## src/bor_pkg.sv

```systemverilog
// package: constants for the brown-out reset control block
`default_nettype none
package bor_pkg;
  // register map
  localparam logic [3:0] ADDR_CONTROL = 4'h0;
  // field positions in the control register
  localparam int SW_EN_BIT = 7;
  localparam int FAST_START_BIT = 6;
  localparam int READY_BIT = 0;
  // reset values at power-on or brown-out reset
  localparam logic SW_EN_RST = 1'h1;
  localparam logic FAST_START_RST = 1'h0;
  // configuration mode codes
  typedef enum logic [1:0] {
    BOR_MODE_OFF = 2'b00,
    BOR_MODE_SW = 2'b01,
    BOR_MODE_NO_SLEEP = 2'b10,
    BOR_MODE_ON = 2'b11
  } bor_mode_e;
endpackage
`default_nettype wire

```

## src/bor_ctrl.sv

```systemverilog
// brown-out reset control and status register block
`default_nettype none
module bor_ctrl (
  // clock and resets
  input wire logic clock,
  input wire logic srst,
  input wire logic other_rst,
  // register port
  input wire logic [3:0] addr,
  input wire logic [7:0] wdata,
  input wire logic wr_en,
  input wire logic rd_en,
  output logic [7:0] rdata,
  // configuration and circuit
  input wire logic [1:0] brownout_mode_cfg,
  input wire logic sleep_active,
  input wire logic circuit_ready,
  output logic brownout_reset_en,
  output logic bandgap_force_on
);
  logic sw_brownout_enable_ff;
  logic brownout_fast_start_ff;
  logic ready_meta_ff;
  logic brownout_ready_flag_ff;
  logic [7:0] nxt_rdata;
  logic [7:0] reg_value;
  logic hit;
  bor_pkg::bor_mode_e mode;

  assign mode = bor_pkg::bor_mode_e'(brownout_mode_cfg);
  assign hit = (addr == bor_pkg::ADDR_CONTROL);

  always_ff @(posedge clock) begin
    if (srst) begin
      sw_brownout_enable_ff <= bor_pkg::SW_EN_RST;
      brownout_fast_start_ff <= bor_pkg::FAST_START_RST;
    end else if (wr_en && hit) begin
      sw_brownout_enable_ff <= wdata[bor_pkg::SW_EN_BIT];
      brownout_fast_start_ff <= wdata[bor_pkg::FAST_START_BIT];
    end
  end

  always_ff @(posedge clock) begin
    if (srst) begin
      ready_meta_ff <= 1'h0;
      brownout_ready_flag_ff <= 1'h0;
    end else begin
      ready_meta_ff <= circuit_ready;
      brownout_ready_flag_ff <= ready_meta_ff;
    end
  end

  always_comb begin
    case (mode)
      bor_pkg::BOR_MODE_ON: brownout_reset_en = 1'b1;
      bor_pkg::BOR_MODE_OFF: brownout_reset_en = 1'b0;
      bor_pkg::BOR_MODE_NO_SLEEP: brownout_reset_en = !sleep_active;
      bor_pkg::BOR_MODE_SW: brownout_reset_en = sw_brownout_enable_ff;
      default: brownout_reset_en = 1'b0;
    endcase
  end

  always_comb begin
    case (mode)
      bor_pkg::BOR_MODE_NO_SLEEP: bandgap_force_on = brownout_fast_start_ff;
      bor_pkg::BOR_MODE_SW: bandgap_force_on = brownout_fast_start_ff;
      default: bandgap_force_on = 1'b0;
    endcase
  end

  always_comb begin
    reg_value = 8'h00;
    reg_value[bor_pkg::SW_EN_BIT] = sw_brownout_enable_ff;
    reg_value[bor_pkg::FAST_START_BIT] = brownout_fast_start_ff;
    reg_value[bor_pkg::READY_BIT] = brownout_ready_flag_ff;
    nxt_rdata = (rd_en && hit) ? reg_value : 8'h00;
  end

  always_ff @(posedge clock) begin
    if (srst) begin
      rdata <= 8'h00;
    end else begin
      rdata <= nxt_rdata;
    end
  end
endmodule
`default_nettype wire

```

## config.mk

```make
export PLATFORM = sky130hd
export DESIGN_NAME = bor_ctrl
export DESIGN_NICKNAME = d
export VERILOG_FILES = /design/src/bor_pkg.sv /design/src/bor_ctrl.sv
export SDC_FILE = /design/constraint.sdc
export NUM_CORES = 1
export LEC_CHECK = 0
export ABC_AREA = 1
export BUFFER_PORTS_ARGS = -buffer_cell sky130_fd_sc_hd__buf_2
export CORE_AREA = 2 2 39 41
export CTS_CLUSTER_DIAMETER = 50
export DETAILED_ROUTE_END_ITERATION = 10
export DIE_AREA = 0 0 41 43
export SYNTH_ARGS = -nofsm -noshare
export SYNTH_HDL_FRONTEND = slang
export SYNTH_SLANG_ARGS = --single-unit
export TNS_END_PERCENT = 100
```

## constraint.sdc

```tcl
create_clock -name clock -period 0.8 [get_ports clock]
set_input_delay 0.08 -clock clock [delete_from_list [all_inputs] [get_ports clock]]
set_output_delay 0.08 -clock clock [all_outputs]
set_load 0.01 [all_outputs]
```

==> summary.md, run 1 <==
| Metric | Value |
|---|---|
| Overflow after GRT | `0` |
| CTS tree | `yes` |
| PwrDens | `roughly 1500 nW/um2` |
| Post-Synth Simple-Gate Area | `24.2%` |
| Most common cell after layout, fill and taps aside | `buf_2` |
| Main combinational cell family by area after synthesis | `simple AND/OR/NAND/NOR gates` |
| Post-synthesis adder-cell area fraction | `between 10% and 20%` |
| Hold Slack | `0.0422 ns` |
| Number of vias per cell | `a little over 4` |
| Clock root cell | `clkbuf_4` |
| Reg2reg path depth | `6` |
| Fin Clk Skew | `around 0.00079 ns` |
| RSZ-0062 raised after global routing | `yes` |
| Worst setup margin | `-0.143 ns` |
| Flops & latches, synth | `7` |
| Clk sinks | `7` |
| # nets final | `a little under 100` |
| Fraction of synthesized cell area in xor and xnor cells | `0%` |
| Final Max Slew Viols | `0` |
| CP top delay family | `flip-flops` |
| Global-route wire length before repair | `around 1.1 mm` |
| Clock Tree Buf Depth | `2` |
| WP buf/inv | `1` |
| CP startpoint kind | `flip-flop` |
| Slowest CP cell | `dfxtp_2` |
| HP Class | `input port to flip-flop` |
| Port Buf Inserts | `18` |
| Final ANT Viol Nets | `0` |
| Crit path required time | `roughly 0.7 ns` |
| Filler cells | `about 160` |
| Total Wirelength | `between 700 and 800 um` |
| Pleak | `approximately 0.30 nW` |
| Area of the multi-input gates | `approximately 160 um2` |
| Max-Cap Viols | `0` |
| Largest net degree at the start of global routing | `5` |
| Post-Synthesis Cell Area | `between 300 and 400 um2` |
| Post-Syn Instances | `between 40 and 50` |
| Cell breakdown of the critical path | `a21oi_2 -> o21ai_1 -> buf_2` |
| Mux cell area share after synthesis | `0%` |
| Worst R2R Start | `brownout_fast_start_ff` |
| Clock Pin Slew Worst Setup and Hold Paths | `roughly 0.050 ns` |
| YS warnings | `0` |
| Commonest cells after routing, fill and taps aside | `buf_2, inv_1, nor2_1` |
| Seq/Total Area, Yosys | `around 39%` |
| Die area | `around 1800 um2` |
| Crit share post-route | `118%` |
| Compound-Gate Fraction of Synth Area | `approximately 2.8%` |
| Total number of vias | `roughly 370` |
| Post-detail-place hpwl | `between 500 and 600 um` |
| WHS Path Cells | `3` |
| Run status | `finished, violations left` |
| Hold_sp | `circuit_ready` |
| FMAX | `1.06 GHz` |
| Share of layout cells above drive strength 1 | `between 40 and 50%` |
| CP Capture Type | `output pin` |
| Initial antenna violation count | `0` |
| Syn avg cell area | `7.43 um2` |
| CP peak stage delay | `0.32 ns` |
| Cell depth of the worst setup path | `3` |
| Register area | `143 um2` |
| Worst-path fanout max | `2` |
| Total track usage | `between 10% and 20%` |
| Initial DRC count | `7` |
| CP Data Arrival Time | `approximately 0.86 ns` |
| TritonCTS Buffers | `3` |
| Post-DP Area | `~440 um2` |
| Pre-CTS WS | `-0.0340 ns` |
| Number of cell rows | `14` |
| Core area | `roughly 1400 um2` |
| Post-layout min period | `approximately 0.94 ns` |
| DRC | `0` |
| Die X-Extent | `about 41 um` |
| N_diodes | `0` |
| Final Hold Viols | `0` |
| Worst skew pair latency | `approximately 0.25 ns` |
| Library cells used by synthesis | `12` |
| Gpl congestion | `around 0.78` |
| Count of final setup violators | `2` |
| DRT Pass-1 Iters | `3` |
| Setup CP Type | `flip-flop to output pin` |
| Design area | `between 500 and 600 um2` |
| Wire per inst | `around 8.5 um` |
| Beginning of the critical path | `sw_brownout_enable_ff` |
| # IOs | `31` |
| Initial Util | `25.8%` |
| Die Ht | `43 um` |
| Peak VDD IR | `a little over 1 mV` |
| Vias in the first global route | `between 300 and 400` |
| Setup TNS | `-0.240 ns` |
| Layout area overhead | `49.1%` |
| H-tree levels | `1` |
| Failing checks | `setup timing` |
## registers in the layout, summed over array words and instances (netlist names)
name / flops
brownout_fast_start_ff: 1
rdata: 3
sw_brownout_enable_ff: 1
ready_meta_ff: 1
brownout_ready_flag_ff: 1
## where the power goes
group	switching, mW	internal (mW)
sequential	0.00256	0.357
combinational	0.0625	0.0575
clock	0.126	0.190
## metrics by stage
step	power (mW)	cells	utilization, %
global route	0.860	90	38.4
global placement	0.461	81	32.1
detailed placement	0.464	81	32.1
floorplan	0.431	52	-
CTS	0.800	87	35.5
finish	0.796	90	38.4
## cell families (layout without fill, tap and decap cells)
kind of cell    Yosys count  in the layout
compound gates            2              2
other cells               1              5
flops                     7              7
fa+ha+maj                 3              3
simple gates             19             19
buf+inv                  16             38
## layout make-up
class | count | share of cell area, %
clock buffer | 4 | 4.94
inverter | 11 | 7.76
multi-input combinational | 29 | 30.4
sequential | 7 | 26.8
tap | 16 | 3.76
timing repair buffer | 23 | 26.4
## worst register-to-register path, delay by kind of cell, from the launching register on
| family | cells | cell delay (ns) |
|---|---|---|
| DFF | 1 | 0.32 |
| buffers and inverters | 4 | 0.29 |
| and+or+nand+nor | 2 | 0.12 |
## cells in the mapped netlist
cell type | number | area [um2]
inv_1 | 11 | 41.3
conb_1 | 1 | 3.75
buf_4 | 5 | 37.5
nand2_1 | 3 | 11.3
nor2_2 | 2 | 12.5
ha_1 | 3 | 37.5
a21oi_1 | 1 | 5.00
nor2_1 | 9 | 33.8
nand3_1 | 2 | 10.0
nand4_1 | 3 | 18.8
o21ai_0 | 1 | 5.00
dfxtp_1 | 7 | 140
## worst paths after layout
check	end	slack (ns)
max	brownout_reset_en	-0.14
min	ready_meta_ff	0.04
max reg2reg	brownout_fast_start_ff	0.02
min reg2reg	brownout_ready_flag_ff	0.40
## repair_timing
item / in CTS / in global routing
setup endpoints to repair: 2 / 2
pin swaps: 2 / 3
setup buffers: 2 / 1
hold buffers: 0 / 2
cloned: 0 / 0
gates resized for setup: 5 / 5
endpoints found under the hold margin: 0 / 1
## routing by layer
| metal | routed length (um) | track usage (%) | vias up |
|---|---|---|---|
| met3 | 63 | 9.95 | 0 |
| met2 | 425 | 15.3 | 15 |
| met5 | 0 | 0 | - |
| met4 | 0 | 7.33 | 0 |
| met1 | 273 | 7.77 | 162 |
| li1 | - | - | 189 |
(Power assumes the default switching activity.)
==> inputs of run 2 (changes only) <==
Settings changed: BUFFER_PORTS_ARGS -buffer_cell sky130_fd_sc_hd__buf_2 to unset, DONT_BUFFER_PORTS set to 1, SKIP_LAST_GASP set to 1.
==> summary.md, run 2 (same netlist as run 1, synthesis figures left out) <==
| Metric | Value |
|---|---|
| Clock Pin Slew Worst Setup and Hold Paths | `roughly 0.05 ns` |
| WHS Path Cells | `2` |
| Final core utilization | `a little under a third` |
| CP Data Arrival Time | `0.79 ns` |
| Total track usage | `under 10%` |
| Fin Clk Skew | `approximately 0.00065 ns` |
| Crit share post-route | `109%` |
| Die X-Extent | `41 um` |
| Post-DP Area | `354 um2` |
| Peak VDD IR | `around 0.67 mV` |
| # nets final | `79` |
| Total Wirelength | `603 um` |
| Worst R2R End | `brownout_fast_start_ff` |
| Post-layout min period | `between 0.8 and 0.9 ns` |
| Reg2reg path depth | `5` |
| H-tree levels | `1` |
| Share of layout cells above drive strength 1 | `between 20% and 30%` |
| Global-route wire length before repair | `between 1 and 1.5 mm` |
| Crit path required time | `between 0.7 and 0.8 ns` |
| Final Max Slew Viols | `0` |
| Clock root cell | `clkbuf_4` |
| Largest net degree at the start of global routing | `5` |
| Worst setup margin | `-0.0708 ns` |
| Wire per inst | `roughly 8.6 um` |
| TritonCTS Buffers | `3` |
| Max reg flops | `3` |
| Final ANT Viol Nets | `0` |
| Placed Cells incl. Taps | `63` |
| CP Capture Type | `output pin` |
| Beginning of the critical path | `sw_brownout_enable_ff` |
| Setup TNS | `-0.0708 ns` |
| Fin cells | `70` |
| CP startpoint kind | `flip-flop` |
| DRT Pass-1 Iters | `4` |
| Vias in the first global route | `~290` |
| DRC | `0` |
| Hold Slack | `roughly 0.025 ns` |
| Worst R2R Start | `brownout_fast_start_ff` |
| Max-Cap Viols | `0` |
| Core area | `approximately 1400 um2` |
| Filler cells | `about 160` |
| Port Buf Inserts | `0` |
| Number of cell rows | `14` |
| Layout area overhead | `20.0%` |
| Most common cell after layout, fill and taps aside | `inv_1` |
| Pre-CTS WS | `around 0.13 ns` |
| Setup CP Type | `flip-flop to output pin` |
| Pleak | `~0.22 nW` |
| N_diodes | `0` |
| Commonest cells after routing, fill and taps aside | `inv_1, nor2_1, conb_1, dfxtp_1` |
| Overflow after GRT | `0` |
| Clk sinks | `7` |
| Design area | `about 430 um2` |
| PwrDens | `1760 nW/um2` |
| Worst-path fanout max | `3` |
| Count of final setup violators | `1` |
| Die Ht | `roughly 43 um` |
| Initial DRC count | `4` |
| CTS tree | `yes` |
| HP Class | `input port to flip-flop` |
| # IOs | `31` |
| Final Hold Viols | `0` |
| Power, Total | `0.753 mW` |
| Hold Path End | `sw_brownout_enable_ff` |
| Die area | `approximately 1800 um2` |
| Worst skew pair latency | `between 0.2 and 0.3 ns` |
| Hold_sp | `wr_en` |
| Clock Tree Buf Depth | `2` |
| Reg2reg setup slack | `around 0.09 ns` |
| Gpl congestion | `0.679` |
| Initial Util | `between 20 and 30%` |
| Initial antenna violation count | `0` |
| Run status | `finished, violations left` |
| RSZ-0062 raised after global routing | `yes` |
| Most flop-heavy register | `rdata` |
| Number of vias per cell | `4.19` |
| Total number of vias | `293` |
| Failing checks | `setup timing` |
| FMAX | `1.15 GHz` |
[run 2: cell count changes in the layout (fill, tap and decap cells not counted), sizes merged]
cell | previous run | this run
buf | 21 | 1
dlygate4sd3 | 2 | 1
dlymetal6s4s | 0 | 1
[run 2: repair_timing]
item | in CTS | in global routing
pin swaps | 1 | 3
setup endpoints to repair | 2 | 5
setup buffers | 1 | 0
hold endpoints to repair | 4 | 0
gates cloned | 0 | 0
hold buffers | 2 | 0
gates resized for setup | 8 | 2
[run 2: worst max-delay path by stage]
stage	cells after the start	slack, ns	end
4_1_cts	2	-0.08	brownout_reset_en
5_1_grt	2	-0.13	brownout_reset_en
6_report	2	-0.07	brownout_reset_en
3_3_place_gp	3	0.13	bandgap_force_on
2_1_floorplan	4	0.16	brownout_reset_en
3_5_place_dp	2	0.13	brownout_reset_en
[run 2: layer usage]
metal,global-route usage (%),vias to the layer above,share of wire (%)
met5,0,-,0
met4,8.00,0,1.3
met3,7.85,2,10
met2,16.3,15,54
met1,5.83,132,34
li1,-,144,-
[run 2: critical path: stages, from the launching register on]
cell     delay, ns
dfxtp_2       0.33
a21oi_2       0.13
o21ai_2       0.08
[run 2: report_power, final]
| part | switching, mW | internal (mW) | leakage, nW | total (mW) |
|---|---|---|---|---|
| Sequential | 0.00328 | 0.357 | 0.0570 | 0.360 |
| Combinational | 0.0446 | 0.0309 | 0.151 | 0.0755 |
| Clock | 0.127 | 0.190 | 0.0150 | 0.317 |
| Total | 0.175 | 0.578 | 0.223 | 0.753 |
[run 2: final cells by class]
type / count / area, um2 / share of cell area (%)
Timing Repair Buffer: 3 / 30.0 / 7.02
Clock buffer: 4 / 26.3 / 6.14
Tap cell: 16 / 20.0 / 4.68
Inverter: 11 / 41.3 / 9.65
Multi-Input combinational cell: 29 / 168 / 39.2
Sequential cell: 7 / 143 / 33.3
==> inputs of run 3 (changes only) <==
Settings changed: TNS_END_PERCENT 100 to 10.
==> summary.md, run 3 (same netlist as run 1, synthesis figures left out) <==
| Metric | Value |
|---|---|
| Fin Clk Skew | `0.00140 ns` |
| Worst setup margin | `-0.0713 ns` |
| Failing checks | `setup timing` |
| CP Data Arrival Time | `between 0.7 and 0.8 ns` |
| Hold_sp | `wr_en` |
| H-tree levels | `1` |
| Clock root cell | `clkbuf_4` |
| Final ANT Viol Nets | `0` |
| Number of cell rows | `14` |
| Final Max Slew Viols | `0` |
| Gpl congestion | `between 0.6 and 0.7` |
| DRC | `0` |
| Count of final setup violators | `5` |
| Reg2reg setup slack | `around 0.17 ns` |
| Pre-CTS WS | `0.130 ns` |
| Run status | `finished, violations left` |
| Initial Util | `roughly a quarter` |
| Peak VDD IR | `between 0.6 and 0.7 mV` |
| Final Hold Viols | `0` |
| Worst skew pair latency | `approximately 0.25 ns` |
| Register area | `between 100 and 150 um2` |
| Wire per inst | `between 8 and 9 um` |
| CP startpoint kind | `flip-flop` |
| Crit share post-route | `109%` |
| Vias in the first global route | `290` |
| DRT Pass-1 Iters | `4` |
| Worst-path fanout max | `3` |
| Max reg flops | `3` |
| Clock Tree Buf Depth | `2` |
| Clk sinks | `7` |
| FMAX | `around 1.1 GHz` |
| Die X-Extent | `slightly above 40 um` |
| # nets final | `between 70 and 80` |
| Initial DRC count | `6` |
| Filler cells | `around 160` |
| TritonCTS Buffers | `3` |
| Largest net degree at the start of global routing | `5` |
| Port Buf Inserts | `0` |
| Number of vias per cell | `just over 4` |
| Overflow after GRT | `0` |
| Worst R2R Start | `brownout_fast_start_ff` |
| Initial antenna violation count | `0` |
| Total track usage | `a little under a tenth` |
| Post-CTS Setup Inserts | `0` |
| Beginning of the critical path | `sw_brownout_enable_ff` |
| Commonest cells after routing, fill and taps aside | `inv_1, nor2_1, dfxtp_1` |
| RSZ-0062 raised after global routing | `yes` |
| Total number of vias | `between 200 and 300` |
| CP Capture Type | `output pin` |
| Die area | `1760 um2` |
| Most common cell after layout, fill and taps aside | `inv_1` |
| Total Wirelength | `578 um` |
| # IOs | `31` |
| Core area | `1380 um2` |
| PwrDens | `approximately 1800 nW/um2` |
| N_diodes | `0` |
| Setup TNS | `-0.204 ns` |
| Most flop-heavy register | `rdata` |
| Share of layout cells above drive strength 1 | `between 10% and 20%` |
| Layout area overhead | `15.4%` |
| HP Class | `input port to flip-flop` |
| Crit path required time | `between 0.7 and 0.8 ns` |
| Global-route wire length before repair | `1.04 mm` |
| Die Ht | `between 40 and 50 um` |
| CTS tree | `yes` |
| Area of the multi-input gates | `163 um2` |
| Pleak | `between 0.2 and 0.25 nW` |
| Clock Pin Slew Worst Setup and Hold Paths | `about 0.050 ns` |
| Max-Cap Viols | `0` |
| Post-layout min period | `0.871 ns` |
| Setup CP Type | `flip-flop to output pin` |
## run 3: cell count changes in the layout (fill, tap and decap cells not counted)
| cell | delta |
|---|---|
| buf_4 | -1 |
| dfxtp_1 | +1 |
| dfxtp_2 | -1 |
| dlygate4sd3_1 | +1 |
| dlymetal6s4s_1 | -1 |
| inv_1 | +2 |
| inv_2 | -2 |
| nor2_2 | +1 |
| nor2_4 | -1 |
## run 3: final cells by class
class / instances / share of cell area, %
multi-input cells: 29 / 39.5
well taps: 16 / 4.86
flip-flops and latches: 7 / 34.3
repair buffers: 2 / 4.86
inverters: 11 / 10.0
clock buffers: 4 / 6.38
## run 3: metrics by stage
stage | power [mW] | cell area (um2) | util [%] | hold slack, ns | cells
CTS | 0.755 | 412 | 29.7 | 0.0199 | 69
floorplan | 0.431 | 372 | - | 0.151 | 52
detailed placement | 0.419 | 354 | 25.6 | 0.154 | 63
global route | 0.790 | 412 | 29.7 | 0.0564 | 69
finish | 0.744 | 412 | 29.7 | 0.0246 | 69
global placement | 0.417 | 354 | 25.6 | 0.152 | 63
## run 3: power breakdown
| part | switching [mW] | internal (mW) | leakage [nW] |
|---|---|---|---|
| Combinational | 0.0412 | 0.0273 | 0.138 |
| Clock | 0.126 | 0.190 | 0.0150 |
| Sequential | 0.00307 | 0.357 | 0.0565 |
## run 3: per-layer routing
metal  global-route usage [%]  vias to the layer above  routed length, um
met3                     7.85                        2                 56
li1                         -                      142                  -
met4                     8.00                        0                  8
met1                     5.50                      126                216
met2                     15.3                       15                296
met5                        0                        -                  0
## run 3: worst paths after layout
kind	cells past startpoint	to
worst max-delay path	2	brownout_reset_en
worst min-delay path	2	sw_brownout_enable_ff
worst max register to register	4	brownout_fast_start_ff
worst min register to register	2	brownout_ready_flag_ff
## run 3: timing repair
| item | 4_1_cts | 5_1_grt |
|---|---|---|
| hold endpoints to repair | 4 | 0 |
| hold buffers | 2 | 0 |
| endpoints found under the setup margin | 2 | 5 |
| gates resized for setup | 5 | 0 |
| cloned | 0 | 0 |
## run 3: worst max-delay path, cell delays in order, from the launching register on
cell and delay [ns]:
dfxtp_2 0.33, a21oi_2 0.13, o21ai_2 0.08
